==> src/asr_pkg.sv <==
package asr_pkg;

	// ----------------------------------------------------------------
	// geometry
	// ----------------------------------------------------------------
	localparam int ADDR_W = 19;
	localparam int DATA_W = 8;
	localparam int CNT_W = 3;

	// ----------------------------------------------------------------
	// timing, slower grade (also safe for the faster one)
	// ----------------------------------------------------------------
	localparam int CLK_PERIOD_NS = 40;
	localparam int READ_CYCLE_MIN_NS = 70;
	localparam int ACCESS_MAX_NS = 70;
	localparam int WRITE_PULSE_MIN_NS = 50;
	localparam int ADDR_TO_WRITE_END_NS = 60;
	localparam int DATA_SETUP_TO_WRITE_END_NS = 30;
	localparam int WRITE_TO_FLOAT_MAX_NS = 25;
	localparam int DISABLE_TO_FLOAT_MAX_NS = 25;
	localparam int DESELECT_TO_FLOAT_MAX_NS = 25;
	localparam int SYNC_STAGES = 2;

	// ----------------------------------------------------------------
	// derived cycle counts, minimums rounded up
	// ----------------------------------------------------------------
	localparam int ACCESS_CYC = (ACCESS_MAX_NS + CLK_PERIOD_NS - 1) / CLK_PERIOD_NS;
	localparam int WP_CYC = (WRITE_PULSE_MIN_NS + CLK_PERIOD_NS - 1) / CLK_PERIOD_NS;
	localparam int AW_CYC = (ADDR_TO_WRITE_END_NS + CLK_PERIOD_NS - 1) / CLK_PERIOD_NS;
	localparam int DWZ_NS = DATA_SETUP_TO_WRITE_END_NS + WRITE_TO_FLOAT_MAX_NS;
	localparam int DWZ_CYC = (DWZ_NS + CLK_PERIOD_NS - 1) / CLK_PERIOD_NS;
	localparam int WR_MAX1 = (WP_CYC > AW_CYC) ? WP_CYC : AW_CYC;
	localparam int WR_CYC = (WR_MAX1 > DWZ_CYC) ? WR_MAX1 : DWZ_CYC;
	localparam int RD_CYC = ACCESS_CYC + SYNC_STAGES;
	localparam int FLT_MAX = (DISABLE_TO_FLOAT_MAX_NS > DESELECT_TO_FLOAT_MAX_NS) ?
		DISABLE_TO_FLOAT_MAX_NS : DESELECT_TO_FLOAT_MAX_NS;
	localparam int GAP_CYC = (FLT_MAX + CLK_PERIOD_NS - 1) / CLK_PERIOD_NS;
	localparam int WAKE_CYC = (READ_CYCLE_MIN_NS + CLK_PERIOD_NS - 1) / CLK_PERIOD_NS;

	localparam logic [CNT_W-1:0] RD_LOAD = CNT_W'(RD_CYC - 1);
	localparam logic [CNT_W-1:0] WR_LOAD = CNT_W'(WR_CYC - 1);
	localparam logic [CNT_W-1:0] GAP_LOAD = CNT_W'(GAP_CYC - 1);
	localparam logic [CNT_W-1:0] WAKE_LOAD = CNT_W'(WAKE_CYC - 1);

	// ----------------------------------------------------------------
	// types
	// ----------------------------------------------------------------
	typedef enum logic [2:0] {
		ASR_IDLE = 3'h0,
		ASR_READ = 3'h1,
		ASR_WRITE = 3'h2,
		ASR_GAP = 3'h3,
		ASR_RETAIN = 3'h4,
		ASR_WAKE = 3'h5
	} asr_state_e;

	typedef struct packed {
		logic write;
		logic [ADDR_W-1:0] word_address;
		logic [DATA_W-1:0] wdata;
	} asr_req_s;

	typedef struct packed {
		logic [ADDR_W-1:0] word_address;
		logic cs_n;
		logic oe_n;
		logic we_n;
	} asr_pins_s;

endpackage

==> src/asr_timer.sv <==
`timescale 1ns/1ps
module asr_timer #(
	parameter int W = 3
) (
	// clock and reset
	input wire logic clk,
	input wire logic srst,
	// control
	input wire logic load,
	input wire logic [W-1:0] count,
	output logic done
);

	logic [W-1:0] cnt_q;
	logic [W-1:0] cnt_d;

	always_comb begin
		cnt_d = cnt_q;
		if (load) begin
			cnt_d = count;
		end else if (cnt_q != '0) begin
			cnt_d = cnt_q - W'(1);
		end
	end

	always_ff @(posedge clk) begin
		if (srst) begin
			cnt_q <= '0;
		end else begin
			cnt_q <= cnt_d;
		end
	end

	assign done = (cnt_q == '0);

endmodule

==> src/asr_host.sv <==
`timescale 1ns/1ps
// Behaviour
// - space accesses one cycle time apart
// - write only while select and write low
// - window closes at first rising strobe
// - keep write window open 50 ns
// - address stable 60 ns, held past window
// - data set up 30 ns, held past window
// - enable-low write needs longer window
// - never drive while device drives bus
module asr_host (
	// clock and reset
	input wire logic clk,
	input wire logic srst,
	// user request
	input wire logic req_valid,
	input wire asr_pkg::asr_req_s req,
	output logic req_ready,
	// user response
	output logic rsp_valid,
	output logic [asr_pkg::DATA_W-1:0] rsp_rdata,
	// data retention
	input wire logic retain_req,
	output logic retained,
	// memory pins
	output asr_pkg::asr_pins_s pins,
	output logic [asr_pkg::DATA_W-1:0] data_bus_out,
	output logic data_bus_oe,
	input wire logic [asr_pkg::DATA_W-1:0] data_bus_in
);

	// ----------------------------------------------------------------
	// state
	// ----------------------------------------------------------------
	asr_pkg::asr_state_e state_q, state_d;
	asr_pkg::asr_pins_s pins_q, pins_d;
	logic [asr_pkg::DATA_W-1:0] dout_q, dout_d;
	logic doe_q, doe_d;
	logic ready_q, ready_d;
	logic rsp_q, rsp_d;
	logic [asr_pkg::DATA_W-1:0] rdata_q, rdata_d;
	logic retained_q, retained_d;
	logic [asr_pkg::DATA_W-1:0] sync1_q, sync2_q;
	logic tmr_load;
	logic [asr_pkg::CNT_W-1:0] tmr_count;
	logic tmr_done;
	logic take;

	asr_timer #(
		.W(asr_pkg::CNT_W)
	) u_timer (
		.clk(clk),
		.srst(srst),
		.load(tmr_load),
		.count(tmr_count),
		.done(tmr_done)
	);

	// ----------------------------------------------------------------
	// read data synchroniser
	// ----------------------------------------------------------------
	always_ff @(posedge clk) begin
		sync1_q <= data_bus_in;
		sync2_q <= sync1_q;
	end

	// ----------------------------------------------------------------
	// sequencer
	// ----------------------------------------------------------------
	assign take = req_valid && ready_q;

	always_comb begin
		state_d = state_q;
		pins_d = pins_q;
		dout_d = dout_q;
		doe_d = doe_q;
		rsp_d = 1'b0;
		rdata_d = rdata_q;
		retained_d = retained_q;
		tmr_load = 1'b0;
		tmr_count = '0;
		unique case (state_q)
			asr_pkg::ASR_IDLE: begin
				if (take) begin
					pins_d.word_address = req.word_address;
					pins_d.cs_n = 1'b0;
					tmr_load = 1'b1;
					if (req.write) begin
						// enable stays high so the device never drives during the write
						pins_d.we_n = 1'b0;
						dout_d = req.wdata;
						doe_d = 1'b1;
						tmr_count = asr_pkg::WR_LOAD;
						state_d = asr_pkg::ASR_WRITE;
					end else begin
						pins_d.oe_n = 1'b0;
						tmr_count = asr_pkg::RD_LOAD;
						state_d = asr_pkg::ASR_READ;
					end
				end else if (retain_req) begin
					retained_d = 1'b1;
					state_d = asr_pkg::ASR_RETAIN;
				end
			end
			asr_pkg::ASR_READ: begin
				if (tmr_done) begin
					// sample only after access time plus synchroniser delay
					rdata_d = sync2_q;
					rsp_d = 1'b1;
					pins_d.cs_n = 1'b1;
					pins_d.oe_n = 1'b1;
					tmr_load = 1'b1;
					tmr_count = asr_pkg::GAP_LOAD;
					state_d = asr_pkg::ASR_GAP;
				end
			end
			asr_pkg::ASR_WRITE: begin
				if (tmr_done) begin
					// both strobes rise together; address and data held one more cycle
					pins_d.cs_n = 1'b1;
					pins_d.we_n = 1'b1;
					tmr_load = 1'b1;
					tmr_count = asr_pkg::GAP_LOAD;
					state_d = asr_pkg::ASR_GAP;
				end
			end
			asr_pkg::ASR_GAP: begin
				doe_d = 1'b0;
				if (tmr_done) begin
					state_d = asr_pkg::ASR_IDLE;
				end
			end
			asr_pkg::ASR_RETAIN: begin
				if (!retain_req) begin
					retained_d = 1'b0;
					tmr_load = 1'b1;
					tmr_count = asr_pkg::WAKE_LOAD;
					state_d = asr_pkg::ASR_WAKE;
				end
			end
			asr_pkg::ASR_WAKE: begin
				if (tmr_done) begin
					state_d = asr_pkg::ASR_IDLE;
				end
			end
			default: begin
				state_d = asr_pkg::ASR_IDLE;
			end
		endcase
		ready_d = (state_d == asr_pkg::ASR_IDLE) && !(state_q == asr_pkg::ASR_IDLE && take);
	end

	always_ff @(posedge clk) begin
		if (srst) begin
			state_q <= asr_pkg::ASR_IDLE;
			pins_q <= '{word_address: '0, cs_n: 1'b1, oe_n: 1'b1, we_n: 1'b1};
			dout_q <= '0;
			doe_q <= 1'b0;
			ready_q <= 1'b0;
			rsp_q <= 1'b0;
			rdata_q <= '0;
			retained_q <= 1'b0;
		end else begin
			state_q <= state_d;
			pins_q <= pins_d;
			dout_q <= dout_d;
			doe_q <= doe_d;
			ready_q <= ready_d;
			rsp_q <= rsp_d;
			rdata_q <= rdata_d;
			retained_q <= retained_d;
		end
	end

	assign pins = pins_q;
	assign data_bus_out = dout_q;
	assign data_bus_oe = doe_q;
	assign req_ready = ready_q;
	assign rsp_valid = rsp_q;
	assign rsp_rdata = rdata_q;
	assign retained = retained_q;
endmodule

==> config.mk <==
export PLATFORM = sky130hd
export DESIGN_NAME = asr_host
export DESIGN_NICKNAME = d
export VERILOG_FILES = /design/src/asr_pkg.sv /design/src/asr_timer.sv /design/src/asr_host.sv
export SDC_FILE = /design/constraint.sdc
export NUM_CORES = 1
export LEC_CHECK = 0
export ABC_AREA = 1
export BUFFER_PORTS_ARGS = -buffer_cell sky130_fd_sc_hd__buf_2
export CAP_MARGIN = 5
export CELL_PAD_IN_SITES_DETAIL_PLACEMENT = 1
export CELL_PAD_IN_SITES_GLOBAL_PLACEMENT = 1
export CORE_MARGIN = 8
export CORE_UTILIZATION = 38
export DETAILED_ROUTE_END_ITERATION = 12
export GPL_TIMING_DRIVEN = 0
export PLACE_DENSITY = 0.94
export SKIP_LAST_GASP = 1
export SLEW_MARGIN = 20
export SYNTH_ARGS = -nofsm -noshare
export SYNTH_HDL_FRONTEND = slang
export SYNTH_SLANG_ARGS = --single-unit
==> constraint.sdc <==
create_clock -name clk -period 4.8 [get_ports clk]
set_clock_uncertainty 0.2 [all_clocks]
set_input_delay 0.96 -clock clk [delete_from_list [all_inputs] [get_ports clk]]
set_output_delay 0.96 -clock clk [all_outputs]
set_load 0.02 [all_outputs]
# Word-level counts from Yosys, hierarchy flattened
# Index checks and enable logic that the tools add are counted.
# Widths: inputs -> output; s select.
word_totals:
  ff_bits: 64
  input_bits: 40
  out_inout_bits: 42
  elab_cells: 86
classes:
  add_sub_neg: 1
  n_eq_ne: 13
  n_mux: 32
  bitwise_logic: 1
  reduce_logical: 25
op_table:
  columns: ["operator", "count"]
  rows:
  - ["$mux 3", 8]
  - ["$ne 2x2->1 const B", 8]
  - ["$reduce_and 4->1", 4]
  - ["$mux 1", 12]
  - ["$pmux 3 s4", 1]
  - ["$reduce_bool 2->1", 5]
  - ["$logic_not 3->1", 3]
  - ["$mux 2", 4]
  - ["$pmux 1 s2", 4]
  - ["$eq 3x2->1 const B", 2]
  - ["$eq 3x3->1 const B", 2]
  - ["$pmux 1 s3", 2]
  - ["$reduce_and 3->1", 2]
  - ["$reduce_bool 3->1", 2]
  - ["$reduce_or 2->1", 3]
  - ["$pmux 2 s2", 1]
  - ["$reduce_and 2->1", 2]
  - ["$eq 3x1->1 const B", 1]
  - ["$logic_and 1x1->1", 3]
  - ["$sub 3x1->3 const B", 1]
  - ["$logic_not 1->1", 1]
  - ["$not 1->1", 1]

# Logic depth before layout (Yosys ltp)
# Gate-level depths: netlist of the first run.
depth:
  word_depth: 5
  ltp_mapped: 9
  ltp_nobuf: 9

# Hierarchy
# From an unflattened synthesis of the first run, not the netlist that was laid out.
unflattened:
  hier_cells: 286
  area_unflattened_um2: 2278.4
by_module_without_submodules:
  columns: ["module", "n_inst", "cells_per_inst", "area_per_inst_um2", "seq_area_each_um2"]
  rows:
  - ["asr_host", 1, 258, 2079.5, 1221.2]
  - ["asr_timer", 1, 28, 198.9, 60.1]

# Least setup slack after synthesis of the first run
# Ideal clock, no wire load.
synth_timing:
  path_type: "input to register"
  start: "input port req_valid"
  end: "register pins_q (netlist bit pins[11])"
  setup_time_ps: 69
  t_arrival_ps: 1698
  required_time_ps: 4531
  path_slack_ps: 2832
  cell_stages: 6
  n_path_buf: 2
  path_cell_list: "nand2_1 inv_2 buf_2 buf_4 nand3_2 a21oi_2"
synth_via:
  elab_chain_cells: 2
synth_rtl:
  columns: ["element", "line_no", "text"]
  rows:
  - ["from (decl)", "asr_host.sv:16", "input wire logic req_valid,"]
  - ["$logic_and 1x1->1", "asr_host.sv:70", "assign take = req_valid && ready_q;"]
  - ["$reduce_and 2->1 (no line)", null, null]
  - ["to (signal assigned)", "asr_host.sv:156", "pins_q <= '{word_address: '0, cs_n: 1'b1, oe_n: 1'b1, we_n: 1'b1};"]
  - ["to (signal assigned)", "asr_host.sv:165", "pins_q <= pins_d;"]
  - ["to (decl)", "asr_host.sv:36", "asr_pkg::asr_pins_s pins_q, pins_d;"]
# Every way passes these cells.
# A chain may end at the register's enable or synchronous reset.

# Worst setup path in the final report of the first run
layout_timing:
  start: "register ready_q (netlist: req_ready)"
  end: "output port req_ready"
layout_rtl:
  columns: ["element", "line_no", "text"]
  rows:
  - ["from (decl)", "asr_host.sv:39", "logic ready_q, ready_d;"]
  - ["from (signal assigned)", "asr_host.sv:168", "ready_q <= ready_d;"]
  - ["to (decl)", "asr_host.sv:18", "output logic req_ready,"]
# No word-level cell between the ends.

==> flow_metrics.env, run 1 <==
export IMPL_antennaDiodeCount=0
export IMPL_fp_coreArea_um2=6205
export IMPL_cp_cell_sequence="buf_2"
export IMPL_fillerInstances=769
export IMPL_synth_cells=270
export IMPL_worstPathArrival_ns=0.90
export IMPL_ys_warn_count=0
export IMPL_place_inst=428
export IMPL_peakVddDrop_mv=0.3037
export IMPL_critPathLaunchType="flop"
export IMPL_drt_pass1_iterations=4
export IMPL_crit_fanout=2
export IMPL_fin_crit_sh_pct=42.83
export IMPL_ys_types=30
export IMPL_hold_ws_ns=0.1329
export IMPL_hpwl_mm=5.196
export IMPL_cp_top_family="flip-flops"
export IMPL_num_rows=29
export IMPL_layout_drive_gt1_share_pct=40.60
export IMPL_synthTopCellsByArea="dfxtp_1 54%, nor2_1 7.4%, nand2_1 6.0%"
export IMPL_grt_pass1_wl_mm=11.30
export IMPL_crit_slowest_cell="dfxtp_1"
export IMPL_overflow=0
export IMPL_antenna_found_initial=0
export IMPL_start_util_pct=38.52
export IMPL_dpl_cell_area_um2=2892
export IMPL_cts_sinks=64
export IMPL_multiInputGateArea_um2=949.7
export IMPL_cts_tree="built"
export IMPL_async_flop_share_pct=0
export IMPL_hp_class="flop to flop"
export IMPL_fmax_mhz=486.5
export IMPL_via_per_inst=5.018
export IMPL_seq_area_um2=1281
export IMPL_die_y_um=95.30
export IMPL_die_w_um=95.30
export IMPL_nets=404
export IMPL_cp_slowest_stage_delay_ns=0.37
export IMPL_crit_required_ns=3.64
export IMPL_fin_ws_ns=2.744
export IMPL_drt_initial_drc_count=67
export IMPL_grt_max_degree=14
export IMPL_design_area_um2=3119
export IMPL_setup_violations_final=0
export IMPL_path_buf_inv=1
export IMPL_vias=2228
export IMPL_fin_cells=444
export IMPL_drcViolationCount=0
export IMPL_fin_setup_tns_ns=0
export IMPL_synth_edf_count=0
export IMPL_yosysTopAreaCellShare_pct=53.61
export IMPL_wirelength_mm=7.053
export IMPL_synth_top_area_cell="dfxtp_1"
export IMPL_synth_top_flop_cell="dfxtp_1"
export IMPL_netlist_top_cells_count="64 x dfxtp_1, 47 x nor2_1, 38 x nand2_1"
export IMPL_clk_latency_ns=0.34
export IMPL_cts_root_buf="clkbuf_8"
export IMPL_finalHoldViolCount=0
export IMPL_path_class="flop to output port"
export IMPL_cts_buffer_depth=2
export IMPL_syn_to_final_growth_pct=30.52
export IMPL_critPathCaptureType="output port"
export IMPL_synth_seq_cells=64
export IMPL_globalplace_congestion=0.8260
export IMPL_rsz0062_at_grt="false"
export IMPL_yosysSeqAreaShare_pct=53.61
export IMPL_syn_avg_cell_area_um2=8.851
export IMPL_outcome="finished, final reports clean"
export IMPL_postRouteAntennaNets=0
export IMPL_ctsResizeCount=0
export IMPL_final_max_slew_viol_count=0
export IMPL_dieArea_um2=9082
export IMPL_post_cts_buffers=0
export IMPL_synth_nets=312
export IMPL_cts_buffers=9
export IMPL_worst_pin_slew_ns=0.6337
export IMPL_hold_buffers=0
export IMPL_track_usage_pct=16.12
export IMPL_period_needed_ns=2.056
export IMPL_syn_area_um2=2390
export IMPL_power_leakage_nw=1.442
export IMPL_htreeDepth=3
export IMPL_clk_pin_slew_ns=0.08
export IMPL_drv_cap=0
export IMPL_wire_per_inst_um=15.89
export IMPL_io_pins=82
export IMPL_max_slew_margin_rel_pct=57.75
export IMPL_io_buffer_count=81
export IMPL_power_density_nw_per_um2=599.9
export IMPL_dp_slack_ns=2.523
export IMPL_synth_most_common_cell="dfxtp_1"
export IMPL_grt_pass1_vias=2407
-- cells in the final DEF, fill, tap and decap left out, types with 3 or more instances in the layout --
master     n
buf_2     84
dfxtp_1   64
nor2_1    47
nand2_1   38
nand3_1   18
o21ai_1   16
a21oi_1   14
nand3_2   14
inv_2     13
a21oi_2   10
clkbuf_8   9
inv_1      4
nand4_1    3
buf_4      3
clkinv_4   3
-- metrics by stage --
stage	power, W	util (%)
after floorplan	0.001157	-
after global placement	0.001317	46.60
after detailed placement	0.001347	46.60
after CTS	0.001889	50.27
after global routing	0.001982	50.27
final	0.001871	50.27
-- layer usage --
layer / track usage [%] / up-vias / wire (µm)
met2: 28.83 / 60 / 3758
met1: 16.87 / 1082 / 2784
li1: - / 1066 / -
met3: 3.543 / 20 / 263
met5: 0 / - / 0
met4: 9.883 / 0 / 247
-- final timing paths --
path | slack (ns) | start | endpoint | cells past startpoint
setup / recovery | 2.74 | req_ready | req_ready | 1
hold / removal | 0.13 | sync1_q[1] | sync2_q[1] | 0
setup reg to reg | 3.04 | u_timer.cnt_q[0] | req_ready | 9
hold reg to reg | 0.13 | sync1_q[1] | sync2_q[1] | 0
-- sequential cells by signal, summed over array words and instances, names as in the netlist --
register / cells
pins: 22
data_bus_out: 8
rsp_rdata: 8
sync1_q: 8
sync2_q: 8
state_q: 3
u_timer.cnt_q: 3
data_bus_oe: 1
req_ready: 1
retained: 1
rsp_valid: 1
-- worst reg2reg max path, stage by stage, from the launching register on --
cell     delay (ns)
dfxtp_1        0.33
inv_1          0.07
ha_1           0.21
nand2_2        0.22
inv_2          0.13
nand3_2        0.14
nand2_1        0.07
nor2_1         0.14
nand3_1        0.10
nor2_1         0.10
-- kinds of logic (layout without fill, tap and decap cells) --
kind of cell,count (synthesis),after routing,synth area share [%]
xor gates and xnor gates,1,1,0.3666
adders and majority gates,2,2,1.047
DFF,64,64,53.61
buffers and inverters,30,127,6.649
AOI/OAI and AO/OA,44,44,10.89
and+or+nand+nor,129,129,27.44
-- power by group --
part,switching [W],internal (W)
clock network,0.000231,0.000298
registers,0.0000550,0.000616
logic,0.000443,0.000228
-- final cells by class --
class                   instances  share of cell area (%)
clock inverters                 7                   3.329
flip-flops and latches         64                   41.08
multi-input cells             176                   30.45
repair buffers                 81                   13.00
well taps                      77                   3.089
inverters                      17                   2.046
clock buffers                   9                   3.971
plain buffers                  13                   3.049
Power figures use the tool's default switching activity.
==> run 2, diff against run 1 <==
CORE_UTILIZATION = 36   (was 38)
PLACE_DENSITY = 0.91   (was 0.94)
clock period = 2.05 ns   (was 4.8 ns; I/O delays follow)
==> run 2 against run 1 <==
Sequential share of layout area is 0.74 points lower. Flip-flop and latch count stayed put. Cell count is 1.8% higher. Die area is 4.6% higher. Non-clock buffer count is 8 higher. Register-to-register slack worse by 2.8 ns. Sequential power is 130% higher. Hold slack worse by 0.033 ns. Clock power is 110% higher. Clock-buffer cell count is 1 higher. Global-route usage is 1.2 points lower. Combinational power is 140% higher. Critical endpoint is now req_ready. Largest cell class unchanged.
==> flow_metrics.env, run 2 (synthesized netlist as in run 1, its figures left out) <==
export IMPL_worstPathArrival_ns=1.87
export IMPL_hp_class="input port to flop"
export IMPL_drcViolationCount=0
export IMPL_antennaDiodeCount=0
export IMPL_fin_setup_tns_ns=0
export IMPL_drv_cap=0
export IMPL_final_max_slew_viol_count=0
export IMPL_grt_pass1_wl_mm=11.55
export IMPL_hpwl_mm=5.124
export IMPL_fillerInstances=787
export IMPL_whs_endpoint="data_bus_out[1]"
export IMPL_peakVddDrop_mv=0.6580
export IMPL_power_density_nw_per_um2=1340
export IMPL_finalHoldViolCount=0
export IMPL_dieArea_um2=9501
export IMPL_cts_tree="built"
export IMPL_die_y_um=97.48
export IMPL_die_w_um=97.48
export IMPL_overflow=0
export IMPL_min_path_cells=3
export IMPL_layout_commonest_cell="buf_2"
export IMPL_r2r_start="u_timer.cnt_q[0]"
export IMPL_syn_to_final_growth_pct=32.93
export IMPL_drt_initial_drc_count=78
export IMPL_htreeDepth=3
export IMPL_hp_start="req[1]"
export IMPL_cts_sinks=64
export IMPL_post_cts_buffers=0
export IMPL_power_leakage_nw=1.460
export IMPL_reg2reg_depth=9
export IMPL_ctsResizeCount=0
export IMPL_via_per_inst=4.894
export IMPL_crit_fanout=8
export IMPL_antenna_found_initial=0
export IMPL_rsz0062_at_grt="false"
export IMPL_track_usage_pct=14.89
export IMPL_wire_per_inst_um=15.27
export IMPL_cts_root_buf="clkbuf_8"
export IMPL_largest_reg_flops=22
export IMPL_fin_util_pct=49.75
export IMPL_path_class="flop to flop"
export IMPL_fin_crit_sh_pct=87.65
export IMPL_postRouteAntennaNets=0
export IMPL_io_buffer_count=81
export IMPL_grt_max_degree=13
export IMPL_num_rows=29
export IMPL_regToRegSetupSlack_ns=0.25
export IMPL_r2r_end="req_ready"
export IMPL_fmax_mhz=556.5
export IMPL_fp_coreArea_um2=6386
export IMPL_design_area_um2=3177
export IMPL_critPathLaunchType="flop"
export IMPL_power_w=0.004258
export IMPL_period_needed_ns=1.797
export IMPL_dpl_cell_area_um2=2892
export IMPL_clk_latency_ns=0.34
export IMPL_drt_pass1_iterations=4
export IMPL_critPathCaptureType="flop"
export IMPL_grt_pass1_vias=2378
export IMPL_setup_violations_final=0
export IMPL_crit_required_ns=2.13
export IMPL_nets=412
export IMPL_outcome="finished, final reports clean"
export IMPL_max_slew_margin_rel_pct=60.81
export IMPL_layout_common_cells="84 x buf_2, 64 x dfxtp_1, 47 x nor2_1"
export IMPL_cts_buffer_depth=2
export IMPL_worst_pin_slew_ns=0.5878
export IMPL_vias=2212
export IMPL_cts_buffers=9
export IMPL_clk_pin_slew_ns=0.08
export IMPL_layout_drive_gt1_share_pct=39.73
export IMPL_io_pins=82
export IMPL_wirelength_mm=6.904
export IMPL_start_util_pct=37.42
export IMPL_globalplace_congestion=0.8541
-- run 2: cell types whose count changed in the layout (fill, tap and decap cells not counted) --
cell	previous run	this run
bufinv_16	2	1
clkbuf_8	9	10
clkinv_2	0	1
clkinv_4	3	1
clkinvlp_4	0	2
dlygate4sd3_1	0	8
inv_6	2	1
-- run 2: area by class of cell --
class | count | area (µm²) | area share [%]
Tap cell | 77 | 96.34 | 3.033
Inverter | 17 | 63.81 | 2.009
Multi-Input combinational cell | 176 | 949.7 | 29.89
Clock inverter | 6 | 67.56 | 2.127
Clock buffer | 10 | 137.6 | 4.332
Buffer | 13 | 95.09 | 2.993
Sequential cell | 64 | 1281 | 40.33
Timing Repair Buffer | 89 | 485.5 | 15.28
-- run 2: worst max-delay path: stages (launching register included) --
cell and delay (ns):
dfxtp_1 0.34, inv_1 0.08, ha_1 0.21, nand2_2 0.22, inv_2 0.14, nand3_2 0.14, nand2_1 0.07, nor2_1 0.15
nand3_1 0.10, nor2_1 0.11
-- run 2: stage by stage --
stage	instances	setup WS [ns]	hold slack [ns]
after floorplan	270	0.5509	0.1096
after global placement	428	0.3488	0.1109
after detailed placement	428	0.2591	0.1138
after CTS	452	0.2572	0.09545
after global routing	452	0.09580	0.09911
final	452	0.2532	0.1001
-- run 2: worst max path at each step --
stage	slack, ns	from	to	cells after the start
finish	0.25	u_timer.cnt_q[0]	req_ready	9
CTS	0.26	u_timer.cnt_q[0]	req_ready	9
global route	0.1	u_timer.cnt_q[0]	req_ready	9
global placement	0.35	u_timer.cnt_q[0]	req_ready	9
detailed placement	0.26	u_timer.cnt_q[0]	req_ready	9
floorplan	0.55	u_timer.cnt_q[0]	req_ready	9
-- run 2: timing repair --
item | CTS | global route
hold endpoints to repair | 8 | 0
hold buffers | 8 | 0
endpoints found under the setup margin | 0 | 0
-- run 2: routing by layer --
layer	wire (µm)	up-vias	track usage, %
met1	2793	1053	15.64
met2	3621	60	26.49
met5	0	-	0
li1	-	1086	-
met3	321	13	3.698
met4	167	0	8.159
-- run 2: power breakdown --
group	switching, W	total [W]	internal (W)
Clock	0.000522	0.00112	0.000598
Combinational	0.00104	0.00158	0.000545
Sequential	0.000116	0.00156	0.00144
